===== config.mk =====
export PLATFORM = sky130hd
export DESIGN_NAME = pnc_cmd
export DESIGN_NICKNAME = d
export VERILOG_FILES = /design/src/hw/pnc_pkg.sv /design/src/hw/pnc_cmd.sv /design/src/hw/pnc_route.sv
export SDC_FILE = /design/constraint.sdc
export NUM_CORES = 1
export LEC_CHECK = 0
export BUFFER_PORTS_ARGS = -buffer_cell sky130_fd_sc_hd__buf_2
export CAP_MARGIN = 20
export CORE_MARGIN = 2
export CORE_UTILIZATION = 40
export DETAILED_ROUTE_END_ITERATION = 8
export SLEW_MARGIN = 10
export SYNTH_ARGS = -nofsm -noshare
export SYNTH_HDL_FRONTEND = slang
export SYNTH_SLANG_ARGS = --single-unit
export TNS_END_PERCENT = 5

===== constraint.sdc =====
create_clock -name pclk -period 5.24 [get_ports pclk]
set_input_delay 1.048 -clock pclk [delete_from_list [all_inputs] [get_ports pclk]]
set_output_delay 1.048 -clock pclk [all_outputs]
set_load 0.03 [all_outputs]

===== src/hw/pnc_pkg.sv =====
/*
 * Shared constants and carriers for the radio and network configuration
 * command handler: register offsets, reset values, response codes, timing.
 * Assumes a 200 MHz pclk and a 32-bit APB register bus.
 */
package pnc_pkg;
	// ----------------------------------------------------------------
	// register byte offsets
	// ----------------------------------------------------------------
	localparam logic [7:0] ADDR_CTRL  = 8'h00;
	localparam logic [7:0] ADDR_CMD   = 8'h04;
	localparam logic [7:0] ADDR_DATA0 = 8'h08;
	localparam logic [7:0] ADDR_DATA3 = 8'h14;
	localparam logic [7:0] ADDR_RESP  = 8'h1c;
	localparam logic [7:0] ADDR_RADIO = 8'h20;
	localparam logic [7:0] ADDR_FREQ  = 8'h24;
	localparam logic [7:0] ADDR_NET0  = 8'h28;
	localparam logic [7:0] ADDR_NET1  = 8'h2c;
	localparam logic [7:0] ADDR_NET2  = 8'h30;
	localparam logic [7:0] ADDR_NET3  = 8'h34;
	localparam logic [7:0] ADDR_ROUTE = 8'h38;
	localparam int         CMD_SEL_BIT = 8;
	localparam int         DATA_BYTES  = 16;
	// ----------------------------------------------------------------
	// payload lengths and response codes
	// ----------------------------------------------------------------
	localparam logic [7:0] RADIO_LEN     = 8'h03;
	localparam logic [7:0] NET_LEN       = 8'h0f;
	localparam logic [7:0] RC_OK         = 8'h00;
	localparam logic [7:0] RC_SHORT      = 8'h01;
	localparam logic [7:0] RC_LONG       = 8'h02;
	localparam logic [7:0] RC_BAD_CHAN   = 8'h18;
	localparam logic [7:0] RC_BAD_POWER  = 8'h19;
	localparam logic [7:0] RC_SOCK_HIGH  = 8'h1a;
	localparam logic [7:0] RC_NET_RANGE  = 8'h1d;
	// ----------------------------------------------------------------
	// field limits
	// ----------------------------------------------------------------
	localparam logic [7:0]  CH_EU0      = 8'h00;
	localparam logic [7:0]  CH_EU_LO    = 8'h64;
	localparam logic [7:0]  CH_EU_HI    = 8'h66;
	localparam logic [7:0]  CH_NA_LO    = 8'h01;
	localparam logic [7:0]  CH_NA_HI    = 8'h0a;
	localparam logic [7:0]  PWR_MAX_NA  = 8'h0a;
	localparam logic [7:0]  PWR_MAX_EU  = 8'h05;
	localparam logic [7:0]  SOCK_MAX    = 8'hfb;
	// carrier frequency in units of 100 kHz
	localparam logic [13:0] FREQ_EU0    = 14'h21eb;
	localparam logic [13:0] FREQ_EU_LO  = 14'h21cd;
	localparam logic [13:0] FREQ_NA_LO  = 14'h2364;
	localparam logic [13:0] FREQ_EU_STEP = 14'h000a;
	localparam logic [13:0] FREQ_NA_STEP = 14'h0014;
	// ----------------------------------------------------------------
	// reset values
	// ----------------------------------------------------------------
	localparam logic [7:0]  RST_SOCK    = 8'h04;
	localparam logic [7:0]  RST_CACHE   = 8'h04;
	localparam logic [15:0] RST_REACH   = 16'h0e10;
	localparam logic [7:0]  RST_HOPS    = 8'h08;
	localparam logic [15:0] RST_TABLE   = 16'h0008;
	localparam logic [15:0] RST_TIMEOUT = 16'h0e10;
	localparam logic [7:0]  RST_FAIL    = 8'h03;
	localparam logic [7:0]  RST_RSSI    = 8'h80;
	localparam logic [7:0]  RST_RED     = 8'h00;
	localparam logic [7:0]  RST_ATTEMPT = 8'h03;
	// ----------------------------------------------------------------
	// timing
	// ----------------------------------------------------------------
	localparam int CLK_PERIOD_NS = 5;
	localparam int SEC_NS        = 1000000000;
	localparam int SEC_CYCLES    = SEC_NS / CLK_PERIOD_NS;
	// ----------------------------------------------------------------
	// carriers
	// ----------------------------------------------------------------
	typedef struct packed {
		logic [7:0]  chan;
		logic        qpsk;
		logic [7:0]  power;
		logic [13:0] freq;
	} pnc_radio_s;
	typedef struct packed {
		logic [7:0]  sock;
		logic [7:0]  cache;
		logic [15:0] reach;
		logic [7:0]  hops;
		logic [15:0] table_size;
		logic [15:0] timeout;
		logic [7:0]  fail_lim;
		logic [7:0]  min_rssi;
		logic [7:0]  rssi_red;
		logic [7:0]  attempts;
		logic        dad;
		logic        rsol;
	} pnc_net_s;
	typedef struct packed {
		logic       fwd_fail;
		logic       traffic;
		logic       setup;
		logic [7:0] link_rssi;
	} pnc_rt_ev_s;
	localparam pnc_net_s NET_RST = '{RST_SOCK, RST_CACHE, RST_REACH, RST_HOPS,
		RST_TABLE, RST_TIMEOUT, RST_FAIL, RST_RSSI, RST_RED, RST_ATTEMPT, 1'b1, 1'b1};
endpackage


===== src/hw/pnc_cmd.sv =====
/*
 * Radio and network configuration command handler behind an APB slave.
 * Software loads payload bytes, then writes the command register; the block
 * checks fields, applies each valid network field or a fully valid radio setup, and posts a response code.
 * Assumes APB master on pclk; route events come from logic on pclk.
 */
// Notes on behaviour
// (RQ1) radio command: channel, modulation, power together
// (RQ2) any bad radio field keeps old setup
// (RQ3) channels 0,100-102 EU; 1-10 NA
// (RQ4) channel maps to fixed carrier frequency
// (RQ5) modulation zero BPSK, nonzero QPSK
// (RQ6) power max 10 NA, 5 EU; code 25
// (RQ7) codes 0 if ack, 1 short, 2 long, 24
// (RQ8) network command applies valid fields, then network reset
// (RQ9) sockets default 4; above 251 gives 26
// (RQ10) neighbor cache count zero is out of range
// (RQ11) neighbor reachable time, default 3600 s
// (RQ12) hop count default 8; zero disables mesh
// (RQ13) routing table size below one rejected
// (RQ14) route expires without revalidation in timeout
// (RQ15) route broken when failures exceed limit
// (RQ16) route refused when link signal below threshold
// (RQ17) threshold lowered by step after signal failure
// (RQ18) route request fails after attempt count
// (RQ19) address detection and solicitation flags, default true
// (RQ20) bad network fields ignored; code 29 with mask
// (RQ21) length checked against 3 or 15 bytes
`timescale 1ns/1ps
module pnc_cmd #(
	parameter int SEC_CYC = pnc_pkg::SEC_CYCLES
) (
	input  logic                 pclk,
	input  logic                 presetn,
	input  logic                 psel,
	input  logic                 penable,
	input  logic                 pwrite,
	input  logic [7:0]           paddr,
	input  logic [31:0]          pwdata,
	output logic [31:0]          prdata,
	output logic                 pready,
	output logic                 pslverr,
	input  pnc_pkg::pnc_rt_ev_s  rt_ev,
	output pnc_pkg::pnc_radio_s  radio_cfg,
	output pnc_pkg::pnc_net_s    net_cfg,
	output logic                 mesh_en,
	output logic                 net_reset,
	output logic                 rt_up,
	output logic                 rt_broken,
	output logic                 rt_expired,
	output logic                 rt_refused,
	output logic                 rt_req_fail
);
	import pnc_pkg::*;

	// ----------------------------------------------------------------
	// helpers
	// ----------------------------------------------------------------
	function automatic logic is_eu(input logic [7:0] ch);
		is_eu = (ch == CH_EU0) || (ch >= CH_EU_LO && ch <= CH_EU_HI);
	endfunction

	function automatic logic is_na(input logic [7:0] ch);
		is_na = (ch >= CH_NA_LO && ch <= CH_NA_HI);
	endfunction

	function automatic logic [13:0] ch_freq(input logic [7:0] ch);
		if (ch == CH_EU0)
			ch_freq = FREQ_EU0;
		else if (is_eu(ch))
			ch_freq = FREQ_EU_LO + 14'(FREQ_EU_STEP * 14'(ch - CH_EU_LO));
		else
			ch_freq = FREQ_NA_LO + 14'(FREQ_NA_STEP * 14'(ch - CH_NA_LO));
	endfunction

	function automatic logic [7:0] pwr_max(input logic [7:0] ch);
		pwr_max = is_na(ch) ? PWR_MAX_NA : PWR_MAX_EU;
	endfunction

	// ----------------------------------------------------------------
	// state
	// ----------------------------------------------------------------
	logic [7:0]  data_reg [DATA_BYTES];
	logic [7:0]  data_next [DATA_BYTES];
	logic        ack_reg, ack_next;
	logic [7:0]  code_reg, code_next;
	logic [15:0] mask_reg, mask_next;
	logic        rvalid_reg, rvalid_next;
	pnc_radio_s  radio_reg, radio_next;
	pnc_net_s    net_reg, net_next;
	logic        nrst_reg, nrst_next;
	logic        mesh_reg;
	logic        pready_reg, pready_next;
	logic        perr_reg, perr_next;
	logic [31:0] prdata_reg, prdata_next;
	logic        acc_wr, acc_rd, cmd_go, mapped;
	logic [7:0]  cmd_len;
	logic        cmd_net;
	logic [7:0]  thr_cur;

	assign acc_wr  = psel && penable && pready_reg && pwrite;
	assign acc_rd  = psel && penable && pready_reg && !pwrite;
	assign cmd_go  = acc_wr && (paddr == ADDR_CMD);
	assign cmd_len = pwdata[7:0];
	assign cmd_net = pwdata[CMD_SEL_BIT];
	assign mapped  = (paddr[1:0] == 2'b00) && (paddr <= ADDR_ROUTE);

	// ----------------------------------------------------------------
	// bus slave: one wait-free access phase, read data built at setup
	// ----------------------------------------------------------------
	always_comb begin
		pready_next = psel && !penable;
		perr_next = psel && !penable && !mapped;
		prdata_next = 32'h0;
		if (psel && !penable && !pwrite) begin
			if (paddr >= ADDR_DATA0 && paddr <= ADDR_DATA3 && paddr[1:0] == 2'b00) begin
				for (int i = 0; i < 4; i++)
					prdata_next[8*i +: 8] = data_reg[4*(paddr[4:2] - 3'd2) + i];
			end else begin
				case (paddr)
					ADDR_CTRL:  prdata_next = {31'h0, ack_reg};
					ADDR_RESP:  prdata_next = {7'h0, rvalid_reg, mask_reg, code_reg};
					ADDR_RADIO: prdata_next = {8'h0, radio_reg.power, 7'h0, radio_reg.qpsk, radio_reg.chan};
					ADDR_FREQ:  prdata_next = {18'h0, radio_reg.freq};
					ADDR_NET0:  prdata_next = {net_reg.fail_lim, net_reg.hops, net_reg.cache, net_reg.sock};
					ADDR_NET1:  prdata_next = {net_reg.table_size, net_reg.reach};
					ADDR_NET2:  prdata_next = {net_reg.rssi_red, net_reg.min_rssi, net_reg.timeout};
					ADDR_NET3:  prdata_next = {22'h0, net_reg.rsol, net_reg.dad, net_reg.attempts};
					ADDR_ROUTE: prdata_next = {16'h0, thr_cur, 3'h0, rt_req_fail, rt_refused,
						rt_expired, rt_broken, rt_up};
					default:    prdata_next = 32'h0;
				endcase
			end
		end
	end

	// ----------------------------------------------------------------
	// command execution and register writes
	// ----------------------------------------------------------------
	always_comb begin
		for (int i = 0; i < DATA_BYTES; i++)
			data_next[i] = data_reg[i];
		ack_next = ack_reg;
		code_next = code_reg;
		mask_next = mask_reg;
		rvalid_next = rvalid_reg;
		radio_next = radio_reg;
		net_next = net_reg;
		nrst_next = 1'b0;
		// reading the response retires it; a new response below wins
		if (acc_rd && paddr == ADDR_RESP)
			rvalid_next = 1'b0;
		if (acc_wr && paddr == ADDR_CTRL)
			ack_next = pwdata[0];
		if (acc_wr && paddr >= ADDR_DATA0 && paddr <= ADDR_DATA3 && paddr[1:0] == 2'b00) begin
			for (int i = 0; i < 4; i++)
				data_next[4*(paddr[4:2] - 3'd2) + i] = pwdata[8*i +: 8];
		end
		if (cmd_go) begin
			mask_next = 16'h0;
			code_next = RC_OK;
			if (cmd_len < (cmd_net ? NET_LEN : RADIO_LEN))
				code_next = RC_SHORT; // see (RQ21) (RQ7)
			else if (cmd_len > (cmd_net ? NET_LEN : RADIO_LEN))
				code_next = RC_LONG; // see (RQ21) (RQ7)
			else if (!cmd_net) begin
				// byte 0 channel, byte 1 modulation, byte 2 power
				if (!is_eu(data_reg[0]) && !is_na(data_reg[0]))
					code_next = RC_BAD_CHAN; // see (RQ3) (RQ7)
				else if (data_reg[2] > pwr_max(data_reg[0]))
					code_next = RC_BAD_POWER; // see (RQ6)
				else begin
					radio_next.chan = data_reg[0]; // see (RQ1)
					radio_next.qpsk = (data_reg[1] != 8'h0); // see (RQ5)
					radio_next.power = data_reg[2];
					radio_next.freq = ch_freq(data_reg[0]); // see (RQ4)
				end
				// see (RQ2): radio_next untouched on any failure above
			end else begin
				// multi-byte fields are little-endian
				if (data_reg[0] > SOCK_MAX)
					mask_next[0] = 1'b1; // see (RQ9)
				else
					net_next.sock = data_reg[0];
				if (data_reg[1] == 8'h0)
					mask_next[1] = 1'b1; // see (RQ10)
				else
					net_next.cache = data_reg[1];
				net_next.reach = {data_reg[3], data_reg[2]}; // see (RQ11)
				net_next.hops = data_reg[4]; // see (RQ12)
				if ({data_reg[6], data_reg[5]} == 16'h0)
					mask_next[4] = 1'b1; // see (RQ13)
				else
					net_next.table_size = {data_reg[6], data_reg[5]};
				net_next.timeout = {data_reg[8], data_reg[7]}; // see (RQ14)
				net_next.fail_lim = data_reg[9];
				net_next.min_rssi = data_reg[10];
				net_next.rssi_red = data_reg[11];
				net_next.attempts = data_reg[12];
				net_next.dad = (data_reg[13] != 8'h0); // see (RQ19)
				net_next.rsol = (data_reg[14] != 8'h0); // see (RQ19)
				nrst_next = 1'b1; // see (RQ8)
			end
			if (cmd_net && cmd_len == NET_LEN) begin
				if (mask_next == 16'h0001)
					code_next = RC_SOCK_HIGH; // see (RQ9)
				else if (mask_next != 16'h0)
					code_next = RC_NET_RANGE; // see (RQ20)
			end
			rvalid_next = (code_next != RC_OK) || ack_reg; // see (RQ7)
		end
	end

	// register all handler state
	always_ff @(posedge pclk or negedge presetn) begin
		if (!presetn) begin
			for (int i = 0; i < DATA_BYTES; i++)
				data_reg[i] <= 8'h0;
			ack_reg <= 1'b1;
			code_reg <= RC_OK;
			mask_reg <= 16'h0;
			rvalid_reg <= 1'b0;
			radio_reg <= '{CH_EU0, 1'b0, 8'h0, FREQ_EU0};
			net_reg <= NET_RST;
			nrst_reg <= 1'b0;
			mesh_reg <= 1'b1;
			pready_reg <= 1'b0;
			perr_reg <= 1'b0;
			prdata_reg <= 32'h0;
		end else begin
			for (int i = 0; i < DATA_BYTES; i++)
				data_reg[i] <= data_next[i];
			ack_reg <= ack_next;
			code_reg <= code_next;
			mask_reg <= mask_next;
			rvalid_reg <= rvalid_next;
			radio_reg <= radio_next;
			net_reg <= net_next;
			nrst_reg <= nrst_next;
			mesh_reg <= (net_next.hops != 8'h0); // see (RQ12)
			pready_reg <= pready_next;
			perr_reg <= perr_next;
			prdata_reg <= prdata_next;
		end
	end

	assign prdata    = prdata_reg;
	assign pready    = pready_reg;
	assign pslverr   = perr_reg;
	assign radio_cfg = radio_reg;
	assign net_cfg   = net_reg;
	assign mesh_en   = mesh_reg;
	assign net_reset = nrst_reg;

	// ----------------------------------------------------------------
	// route policy, reloaded by each network reset
	// ----------------------------------------------------------------
	pnc_route #(
		.SEC_CYC (SEC_CYC)
	) u_route (
		.pclk         (pclk),
		.presetn      (presetn),
		.cfg          (net_reg),
		.cfg_load     (nrst_reg),
		.ev           (rt_ev),
		.up_reg       (rt_up),
		.broken_reg   (rt_broken),
		.expired_reg  (rt_expired),
		.refused_reg  (rt_refused),
		.req_fail_reg (rt_req_fail),
		.thr_reg      (thr_cur)
	);

	// ----------------------------------------------------------------
	// checks
	// ----------------------------------------------------------------
	property p_ch0_freq;
		@(posedge pclk) disable iff (!presetn)
		(radio_reg.chan == CH_EU0) |-> (radio_reg.freq == 14'h21eb);
	endproperty
	a_ch0_freq: assert property (p_ch0_freq) else $error("channel 0 frequency wrong"); // see (RQ4)

	property p_radio_hold;
		@(posedge pclk) disable iff (!presetn)
		(cmd_go && !cmd_net && !is_eu(data_reg[0]) && !is_na(data_reg[0])) |=> $stable(radio_reg);
	endproperty
	a_radio_hold: assert property (p_radio_hold) else $error("radio changed on bad command"); // see (RQ2)

	property p_code24;
		@(posedge pclk) disable iff (!presetn)
		(cmd_go && !cmd_net && cmd_len == 8'h03 && !is_eu(data_reg[0]) && !is_na(data_reg[0]))
		|=> (code_reg == 8'h18 && rvalid_reg);
	endproperty
	a_code24: assert property (p_code24) else $error("bad channel not answered 24"); // see (RQ3)

	property p_power;
		@(posedge pclk) disable iff (!presetn)
		radio_reg.power <= (is_na(radio_reg.chan) ? 8'h0a : 8'h05);
	endproperty
	a_power: assert property (p_power) else $error("power above channel limit"); // see (RQ6)

	property p_short;
		@(posedge pclk) disable iff (!presetn)
		(cmd_go && !cmd_net && cmd_len < 8'h03) |=> (code_reg == 8'h01 && rvalid_reg && $stable(radio_reg));
	endproperty
	a_short: assert property (p_short) else $error("short frame not answered 1"); // see (RQ7)

	property p_netrst;
		@(posedge pclk) disable iff (!presetn)
		(cmd_go && cmd_net && cmd_len == 8'h0f) |=> nrst_reg ##1 !nrst_reg;
	endproperty
	a_netrst: assert property (p_netrst) else $error("network reset not pulsed"); // see (RQ8)

	property p_limits;
		@(posedge pclk) disable iff (!presetn)
		net_reg.sock <= 8'hfb && net_reg.cache != 8'h0 && net_reg.table_size != 16'h0;
	endproperty
	a_limits: assert property (p_limits) else $error("out of range parameter applied"); // see (RQ10)

	property p_mask;
		@(posedge pclk) disable iff (!presetn)
		(cmd_go && cmd_net && cmd_len == 8'h0f && data_reg[1] == 8'h0 && data_reg[5] == 8'h0 && data_reg[6] == 8'h0)
		|=> (code_reg == 8'h1d && mask_reg[4] && mask_reg[1]);
	endproperty
	a_mask: assert property (p_mask) else $error("range failure mask wrong"); // see (RQ20)

	property p_mesh;
		@(posedge pclk) disable iff (!presetn)
		(cmd_go && cmd_net && cmd_len == 8'h0f) |=> (mesh_reg == ($past(data_reg[4]) != 8'h0));
	endproperty
	a_mesh: assert property (p_mesh) else $error("mesh enable disagrees with hops"); // see (RQ12)
endmodule


===== src/hw/pnc_route.sv =====
/*
 * Single-route policy tracker: expiry, failure limit, signal threshold with
 * reduction, and request attempt limit.
 * Assumes events arrive as one-cycle pulses on pclk from the network stack.
 */
`timescale 1ns/1ps
module pnc_route #(
	parameter int SEC_CYC = pnc_pkg::SEC_CYCLES
) (
	input  logic              pclk,
	input  logic              presetn,
	input  pnc_pkg::pnc_net_s cfg,
	input  logic              cfg_load,
	input  pnc_pkg::pnc_rt_ev_s ev,
	output logic              up_reg,
	output logic              broken_reg,
	output logic              expired_reg,
	output logic              refused_reg,
	output logic              req_fail_reg,
	output logic [7:0]        thr_reg
);
	import pnc_pkg::*;
	typedef enum logic [0:0] {RT_IDLE = 1'b0, RT_UP = 1'b1} pnc_rt_e;
	pnc_rt_e     st_reg, st_next;
	logic [31:0] tick_reg, tick_next;
	logic [15:0] age_reg, age_next;
	logic [7:0]  fails_reg, fails_next, tries_reg, tries_next, thr_next;
	logic        brk_next, exp_next, ref_next, rqf_next;

	// route life and threshold next state
	always_comb begin
		st_next = st_reg;
		tick_next = tick_reg + 32'h1;
		age_next = age_reg;
		fails_next = fails_reg;
		tries_next = tries_reg;
		thr_next = thr_reg;
		brk_next = 1'b0;
		exp_next = 1'b0;
		ref_next = 1'b0;
		rqf_next = 1'b0;
		if (tick_reg >= 32'(SEC_CYC - 1)) begin
			tick_next = 32'h0;
			age_next = age_reg + 16'h1;
		end
		case (st_reg)
			RT_IDLE: begin
				if (ev.setup) begin
					if ($signed(ev.link_rssi) < $signed(thr_reg)) begin // see (RQ16)
						ref_next = 1'b1;
						thr_next = ($signed(thr_reg) - $signed({1'b0, cfg.rssi_red}) < -128) ?
							8'h80 : 8'(thr_reg - cfg.rssi_red); // see (RQ17)
						tries_next = tries_reg + 8'h1;
						if (tries_reg + 8'h1 >= cfg.attempts) begin // see (RQ18)
							rqf_next = 1'b1;
							tries_next = 8'h0;
						end
					end else begin
						st_next = RT_UP;
						tries_next = 8'h0;
						age_next = 16'h0;
						tick_next = 32'h0;
						fails_next = 8'h0;
					end
				end
			end
			RT_UP: begin
				if (ev.traffic) begin
					age_next = 16'h0;
					tick_next = 32'h0;
				end
				if (ev.fwd_fail) begin
					fails_next = fails_reg + 8'h1;
					if (fails_reg >= cfg.fail_lim) begin // see (RQ15)
						brk_next = 1'b1;
						st_next = RT_IDLE;
					end
				end else if (!ev.traffic && age_reg >= cfg.timeout) begin // see (RQ14)
					exp_next = 1'b1;
					st_next = RT_IDLE;
				end
			end
			default: st_next = RT_IDLE;
		endcase
		if (cfg_load) begin
			st_next = RT_IDLE;
			thr_next = cfg.min_rssi;
			tries_next = 8'h0;
		end
	end

	// register the route state
	always_ff @(posedge pclk or negedge presetn) begin
		if (!presetn) begin
			st_reg <= RT_IDLE;
			tick_reg <= 32'h0;
			age_reg <= 16'h0;
			fails_reg <= 8'h0;
			tries_reg <= 8'h0;
			thr_reg <= RST_RSSI;
			up_reg <= 1'b0;
			broken_reg <= 1'b0;
			expired_reg <= 1'b0;
			refused_reg <= 1'b0;
			req_fail_reg <= 1'b0;
		end else begin
			st_reg <= st_next;
			tick_reg <= tick_next;
			age_reg <= age_next;
			fails_reg <= fails_next;
			tries_reg <= tries_next;
			thr_reg <= thr_next;
			up_reg <= (st_next == RT_UP);
			broken_reg <= brk_next;
			expired_reg <= exp_next;
			refused_reg <= ref_next;
			req_fail_reg <= rqf_next;
		end
	end

	property p_broken;
		@(posedge pclk) disable iff (!presetn)
		(st_reg == RT_UP && ev.fwd_fail && fails_reg >= cfg.fail_lim && !cfg_load) |=> (broken_reg && !up_reg);
	endproperty
	a_broken: assert property (p_broken) else $error("route not removed at failure limit"); // see (RQ15)

	property p_refuse;
		@(posedge pclk) disable iff (!presetn)
		(st_reg == RT_IDLE && ev.setup && $signed(ev.link_rssi) < $signed(thr_reg) && !cfg_load)
		|=> (refused_reg && !up_reg);
	endproperty
	a_refuse: assert property (p_refuse) else $error("weak route was established"); // see (RQ16)
endmodule


==> impl_metrics.yaml, run 1 <==
synthesis:
  synth_common_cells: "357 x dfrtp_1, 262 x nand2_1, 151 x mux2_2, 116 x nor2_1"
  ys_warn_count: 0
  synth_edf_count: 0
  syn_inst: 1857
  yosysMostFrequentCell: "dfrtp_1"
  synth_top_area_cell: "dfrtp_1"
  synth.area.top_cells: "dfrtp_1 45%, mux2_2 8.5%, ha_1 6.3%"
  syn_avg_cell_area_sq_um: 10.8
  synth_seq_cells: 387
  synthFlopType: "dfrtp_1"
  ys_seq_area_share_pct: 48.7
  syn_area_sq_um: 20000
  synth_top_area_share_pct: 44.7
  synth_cell_types: 75
  synthArstFlopShare_pct: 100
sta:
  setup_viol: 0
  tightest_slew_ns: 1.01
  finClkSkew_ns: 0.0175
  finalSetupTns_ns: 0
  layout_min_cycle_time_ns: 4.39
  fin_ws_ns: 0.850
  rsz0062_at_grt: "false"
  slew_headroom_pct: 32.9
  finalMaxSlewViolations: 0
  fmax_mhz: 228
  period_share_pct: 83.8
  hold_viol: 0
global_routing:
  grt_max_degree: 129
  grt_use_total_pct: 26.4
  grt_pass1_wl_um: 100000
  antenna_found_initial: 6
  grt_overflow: 0
  grt_pass1_vias: 15500
setup_path:
  worst-setup-path-type: "flip-flop to flip-flop"
  cp_max_fo: 13
  endpoint_kind: "flip-flop"
  critPathLaunchType: "flip-flop"
  worst-endpoint-arrival_ns: 4.88
  critPathRequiredTime_ns: 5.73
clock_network:
  h-tree-depth: 2
  root_buffer: "clkbuf_16"
  clock_latency_ns: 0.57
  cts_buffers: 42
  ctsHoldBuffers: 0
  cts_tree: "done"
  clockBufferDepth: 3
  postCtsSetupBuffers: 0
  clk_pin_slew_ns: 0.06
  post_cts_resized: 0
  cts_sinks: 387
floorplanning:
  ioPinCount: 234
  die-area_sq_um: 51800
  start_util_pct: 40.7
  die_w_um: 228
  placementRows: 81
  core_sq_um: 49200
  die_h_um: 228
detailed_routing:
  firstDrtPassIters: 9
  post-route-drc-count: 0
  vias_per_cell: 5.74
  wl_per_cell_um: 24.4
  antenna_left: 0
  vias: 16000
  drt-initial-drc-count: 1645
  drt_wl_total_um: 68100
final_layout:
  final_nets: 2248
  final_layout_size_suffix_gt1_share_pct: 27.3
  fin_util_pct: 47.6
  syn2layout_area_growth_pct: 17.0
  largest_reg_flops: 128
placed_design:
  port_buffers: 233
  gp_congestion: 0.937
  dp_slack_ns: 0.920
  dp_hpwl_um: 51300
power:
  peakVddDrop_uv: 220
  powerDensity_nw_per_um2: 278
  p_leak_uw: 0.0115
status:
  status: "completed"
flow_run:
  timing.max_cap.violations: 0
worst_hold_path:
  hold_path_class: "flip-flop to flip-flop"
## cells by family after synthesis
| kind of cell | count (synthesis) | synth area share [%] |
|---|---|---|
| and+or+nand+nor | 587 | 13.8 |
| DFF | 387 | 48.7 |
| AOI/OAI and AO/OA | 340 | 11.4 |
| muxes | 186 | 12.3 |
| buffers and inverters | 163 | 3.35 |
| adders and majority gates | 104 | 6.62 |
| xor gates and xnor gates | 89 | 3.90 |
| other | 1 | 0.0188 |
## worst paths after layout
kind / from / endpoint / slack, ns / cells past startpoint
max in group asynchronous: presetn / prdata[1] / 3.47 / 2
min in group asynchronous: presetn / u_route.fails_reg[0] / 0.59 / 1
max: data_reg[122] / radio_cfg[13] / 0.85 / 15
max reg2reg: data_reg[122] / radio_cfg[13] / 0.85 / 15
min reg2reg: net_cfg[92] / net_cfg[92] / 0.47 / 2
min: net_cfg[92] / net_cfg[92] / 0.47 / 2
## where the power goes
part	switching (uW)	internal, uW
combinational	244	132
clock	1230	1850
sequential	35.5	3020
total	1510	5000
## critical path, stage by stage (launching register included)
cell and delay [ns]:
dfrtp_1 0.55, inv_1 0.22, ha_1 0.28, a21oi_1 0.17, a21oi_1 0.05, a211oi_1 0.63, inv_1 0.20, ha_1 0.34
nor2b_1 0.13, o21a_1 0.16, o211ai_1 0.22, nand2_1 0.19, nor3b_4 0.67, nand2b_4 0.16, a2111oi_2 0.24, nor3_1 0.09
## cell usage in the layout (no fill, tap or decap), drive strengths merged, types with 11 or more instances in the layout
cell    netlist  routed
dfrtp       357     357
nand4        20      20
a22oi        39      39
xor2         45      45
nor2b        18      18
nor3         25      25
nand3        46      46
a31oi        23      23
clkbuf       56      70
dfstp        30      30
buf          24     264
and3         15      15
and2         11      11
xnor2        44      44
mux4         32      32
inv          83      83
o21ai       103     103
a222oi       23      23
a21o         15      15
nor4         19      19
ha          101     101
a21oi        69      69
a22o         14      14
mux2        151     151
nor2        129     129
nand2       263     263
## final cells by class
type / instances / area (sq um)
sequential: 387 / 9720
multi-input combinational: 1310 / 9640
clock inverter: 7 / 85.1
antenna: 1 / 2.50
clock buffer: 70 / 1350
tap: 664 / 831
timing repair buffer: 264 / 1450
fill: 4560 / 25800
inverter: 83 / 312
## metal layers
layer  global-route usage, %  vias to the layer above  part of all wire (%)
li1                        -                     7094                     -
met1                    36.8                     8073                    43
met2                    40.3                      692                    45
met3                    5.83                      129                   8.5
met4                    9.95                       10                   3.5
met5                       0                        -                 0.087
## per-stage QoR
step	hold slack [ns]	total power, uW	std cells	instance area (sq um)
2_1_floorplan	0.439	3300	1860	20000
6_report	0.474	6510	2786	23400
3_3_place_gp	0.454	3470	2707	21900
5_1_grt	0.492	6730	2785	23400
4_1_cts	0.475	6550	2784	23400
3_5_place_dp	0.467	3480	2707	21900
Power figures use the tool's default switching activity.
==> run 2, diff against run 1 <==
==> constraint.sdc (replaced) <==
create_clock -name pclk -period 4.4 [get_ports pclk]
set_input_delay 0.88 -clock pclk [delete_from_list [all_inputs] [get_ports pclk]]
set_output_delay 0.88 -clock pclk [all_outputs]
set_load 0.03 [all_outputs]
==> impl_metrics.yaml, run 2 (synthesis results as in run 1) <==
setup_path:
  critPathLaunchType: "flip-flop"
  worst-path-stages: 16
  slowest_delay_ns: 0.59
  cp_max_fo: 6
  path_buf_inv: 1
  critPathRequiredTime_ns: 4.85
  rr_worst_depth: 16
  cpLargestDelayFamily: "compound AO/OA/AOI/OAI gates"
  worst-endpoint-arrival_ns: 4.52
  endpoint_kind: "flip-flop"
  worst-setup-path-type: "flip-flop to flip-flop"
  cp_cell_sequence: "inv_1 -> ha_1 -> nand2b_1 -> nand2_1 -> xnor2_1 -> ha_1 -> ha_1 -> a21o_1 -> a221oi_1 -> xnor2_1 -> o41ai_2 -> o21ai_0 -> a21oi_1 -> o221ai_1 -> xnor2_1 -> o21ai_1"
  slowest_stage: "a221oi_1"
sta:
  layout_min_cycle_time_ns: 4.07
  finalMaxSlewViolations: 0
  finalSetupTns_ns: 0
  finClkSkew_ns: 0.0151
  fmax_mhz: 246
  rsz0062_at_grt: "false"
  setup_viol: 0
  period_share_pct: 92.4
  slew_headroom_pct: 29.4
  tightest_slew_ns: 1.05
  hold_viol: 0
power:
  p_leak_uw: 0.0116
  power.switching_uw: 1830
  powerDensity_nw_per_um2: 330
  p_sw_share_pct: 23.6
  p_comb_share_pct: 6.1
  p_int_uw: 5940
  p_clk_share_pct: 47.2
  peakVddDrop_uv: 272
  pwr-share-seq_pct: 46.7
placed_design:
  gp_congestion: 0.928
  dp_hpwl_um: 52000
  port_buffers: 233
final_layout:
  final_layout_size_suffix_gt1_share_pct: 27.8
  largest_reg_flops: 128
  fin_util_pct: 47.9
  syn2layout_area_growth_pct: 17.9
  final_nets: 2264
  layout_common_cells: "357 x dfrtp_1, 262 x nand2_1, 232 x buf_2"
  final_common_cell: "dfrtp_1"
  antenna_cells: 0
clock_network:
  clock_latency_ns: 0.58
  root_buffer: "clkbuf_16"
  cts_sinks: 387
  ctsHoldBuffers: 0
  post_cts_resized: 0
  h-tree-depth: 2
  clockBufferDepth: 3
  postCtsSetupBuffers: 0
  cts_buffers: 42
  cts_tree: "done"
  clk_pin_slew_ns: 0.06
detailed_routing:
  antenna_left: 0
  post-route-drc-count: 0
  firstDrtPassIters: 7
  drt-initial-drc-count: 1563
  vias: 16000
  wl_per_cell_um: 24.4
  vias_per_cell: 5.69
  drt_wl_total_um: 68500
global_routing:
  grt_max_degree: 122
  grt_pass1_vias: 15400
  antenna_found_initial: 7
  grt_overflow: 0
  grt_pass1_wl_um: 100000
  grt_use_total_pct: 26.4
status:
  status: "completed"
floorplanning:
  die_h_um: 228
  ioPinCount: 234
  placementRows: 81
  start_util_pct: 40.7
  die_w_um: 228
  die-area_sq_um: 51800
  core_sq_um: 49200
worst_hold_path:
  hold_path_class: "primary input to async pin"
flow_run:
  timing.max_cap.violations: 0
run 2: per-stage QoR:
stage / instances / power (uW) / cell area, sq um / worst slack, ns / hold slack (ns)
floorplan: 1860 / 3930 / 20000 / 0.808 / 0.439
global placement: 2724 / 4160 / 22100 / 0.372 / 0.467
detailed placement: 2724 / 4160 / 22100 / 0.340 / 0.464
CTS: 2802 / 7810 / 23500 / 0.314 / 0.468
global route: 2802 / 8020 / 23600 / 0.0208 / 0.492
finish: 2802 / 7770 / 23600 / 0.335 / 0.422
run 2: cell type report:
class | instances | area (sq um)
Clock buffer | 67 | 1290
Clock inverter | 11 | 133
Fill cell | 4523 | 25600
Inverter | 83 | 312
Multi-Input combinational cell | 1310 | 9650
Sequential cell | 387 | 9720
Tap cell | 664 | 831
Timing Repair Buffer | 280 | 1620
run 2: power by group through the flow:
stage | Sequential (uW) | Clock (uW) | Combinational [uW]
floorplan | 3690 | 0 | 247
CTS | 3630 | 3710 | 472
finish | 3630 | 3670 | 472
global route | 3640 | 3860 | 528
detailed placement | 3700 | 0 | 470
global placement | 3690 | 0 | 462
run 2: per-layer routing:
layer	wire (um)	vias to the layer above	track usage (%)
met2	30800	648	40.3
met4	2330	12	8.67
li1	-	7124	-
met3	5900	136	6.50
met5	85	-	0
met1	29400	8036	36.9
run 2: worst paths after layout:
check / from / to / slack (ns)
min in group pclk: net_cfg[78] / net_cfg[78] / 0.48
hold reg to reg: net_cfg[78] / net_cfg[78] / 0.48
setup reg to reg: data_reg[122] / radio_cfg[12] / 0.33
max in group asynchronous: presetn / radio_cfg[1] / 2.96
setup / recovery: data_reg[122] / radio_cfg[12] / 0.33
hold / removal: presetn / u_route.fails_reg[1] / 0.42
==> run 3, diff against run 2 <==
--- a/config.mk
+++ b/config.mk
@@ -10,6 +10,7 @@
 export CORE_MARGIN = 2
 export CORE_UTILIZATION = 40
 export DETAILED_ROUTE_END_ITERATION = 8
+export PLACE_DENSITY = 0.55
 export SLEW_MARGIN = 10
 export SYNTH_ARGS = -nofsm -noshare
 export SYNTH_HDL_FRONTEND = slang
==> impl_metrics.yaml, run 3 (synthesis results as in run 1) <==
floorplanning:
  die_w_um: 228
  ioPinCount: 234
  placementRows: 81
  die_h_um: 228
  core_sq_um: 49200
  start_util_pct: 40.7
  die-area_sq_um: 51800
final_layout:
  fin_util_pct: 47.9
  final_layout_size_suffix_gt1_share_pct: 27.9
  final_nets: 2267
  largest_reg_flops: 128
  layout_common_cells: "357 x dfrtp_1, 262 x nand2_1, 232 x buf_2"
  finalInstanceArea_sq_um: 23500
  fill_cells: 4579
  final_common_cell: "dfrtp_1"
  syn2layout_area_growth_pct: 17.8
clock_network:
  clk_pin_slew_ns: 0.06
  clock_latency_ns: 0.58
  cts_buffers: 44
  cts_sinks: 387
  cts_tree: "done"
  ctsHoldBuffers: 0
  h-tree-depth: 2
  post_cts_resized: 0
  root_buffer: "clkbuf_16"
  clockBufferDepth: 3
  postCtsSetupBuffers: 0
setup_path:
  worst-setup-path-type: "flip-flop to flip-flop"
  worst-endpoint-arrival_ns: 4.48
  cp_max_fo: 10
  critPathLaunchType: "flip-flop"
  endpoint_kind: "flip-flop"
  critPathRequiredTime_ns: 4.86
  r2r_start: "data_reg[123]"
  crit_path_start: "data_reg[123]"
status:
  status: "completed"
global_routing:
  met3_usage_pct: 7.65
  grt_overflow: 0
  antenna_found_initial: 10
  grt_max_degree: 121
  grt_use_total_pct: 26.9
  grt_pass1_vias: 15300
  use_met2_pct: 40.5
  top_usage_layer: "met2"
  gr-usage-met1_pct: 37.0
  grt_pass1_wl_um: 101000
sta:
  slew_headroom_pct: 37.0
  rsz0062_at_grt: "false"
  hold_viol: 0
  finClkSkew_ns: 0.0176
  hold_ws_ns: 0.395
  finalMaxSlewViolations: 0
  fmax_mhz: 249
  period_share_pct: 91.3
  finalSetupTns_ns: 0
  tightest_slew_ns: 0.945
  setup_viol: 0
  layout_min_cycle_time_ns: 4.02
detailed_routing:
  firstDrtPassIters: 8
  post-route-drc-count: 0
  drt_wl_total_um: 69400
  drt-initial-drc-count: 1409
  vias: 15800
  vias_per_cell: 5.63
  antenna_left: 0
  wl_per_cell_um: 24.7
power:
  total_power_uw: 7820
  powerDensity_nw_per_um2: 332
  peakVddDrop_uv: 234
  p_leak_uw: 0.0116
placed_design:
  dpl_cell_area_sq_um: 22100
  gp_congestion: 0.909
  dp_hpwl_um: 52700
  port_buffers: 233
worst_hold_path:
  hold_path_class: "primary input to async pin"
flow_run:
  timing.max_cap.violations: 0
run 3: area by class of cell:
class / instances / area [sq um] / share of cell area [%]
antenna: 1 / 2.50 / 0.0106
clock buffer: 68 / 1280 / 5.45
clock inverter: 14 / 158 / 0.669
inverter: 83 / 312 / 1.32
multi-input combinational: 1310 / 9640 / 40.9
sequential: 387 / 9720 / 41.3
tap: 664 / 831 / 3.53
timing repair buffer: 281 / 1600 / 6.79
run 3: stage by stage:
stage          worst slack, ns  cells
5_1_grt                 0.0638   2808
3_5_place_dp             0.478   2725
3_3_place_gp             0.439   2724
2_1_floorplan            0.808   1860
6_report                 0.381   2808
4_1_cts                  0.447   2807
run 3: worst max-delay path: stages, from the launching register on:
cell and delay, ns:
dfrtp_1 0.52, inv_1 0.15, ha_1 0.24, nand2b_1 0.10, nand2_1 0.07, xnor2_1 0.24, ha_1 0.29, ha_1 0.36
a21o_1 0.20, a221oi_1 0.53, xnor2_1 0.23, o41ai_1 0.12, buf_4 0.17, o21ai_0 0.14, a21oi_1 0.09, o221ai_1 0.21
xnor2_1 0.16, o21ai_1 0.08
run 3: power by group:
group	switching (uW)	total [uW]	internal [uW]	leakage (uW)
clock network	1540	3720	2190	0.000703
registers	41.6	3640	3590	0.00510
logic	295	456	161	0.00576
run 3: layer usage:
layer  vias to the layer above  part of all wire [%]
met5                         -                 0.091
met1                      7905                    43
li1                       7141                     -
met3                       117                   9.3
met4                        12                   3.3
met2                       625                    45
run 3: final timing paths:
check,endpoint,slack (ns),depth (start not counted)
worst max-delay path,radio_cfg[12],0.38,17
worst min-delay path,u_route.fails_reg[3],0.39,1
worst max register to register,radio_cfg[12],0.38,17
worst min register to register,net_cfg[85],0.47,2
max in group asynchronous,net_cfg[45],2.95,2
min in group pclk,net_cfg[85],0.47,2
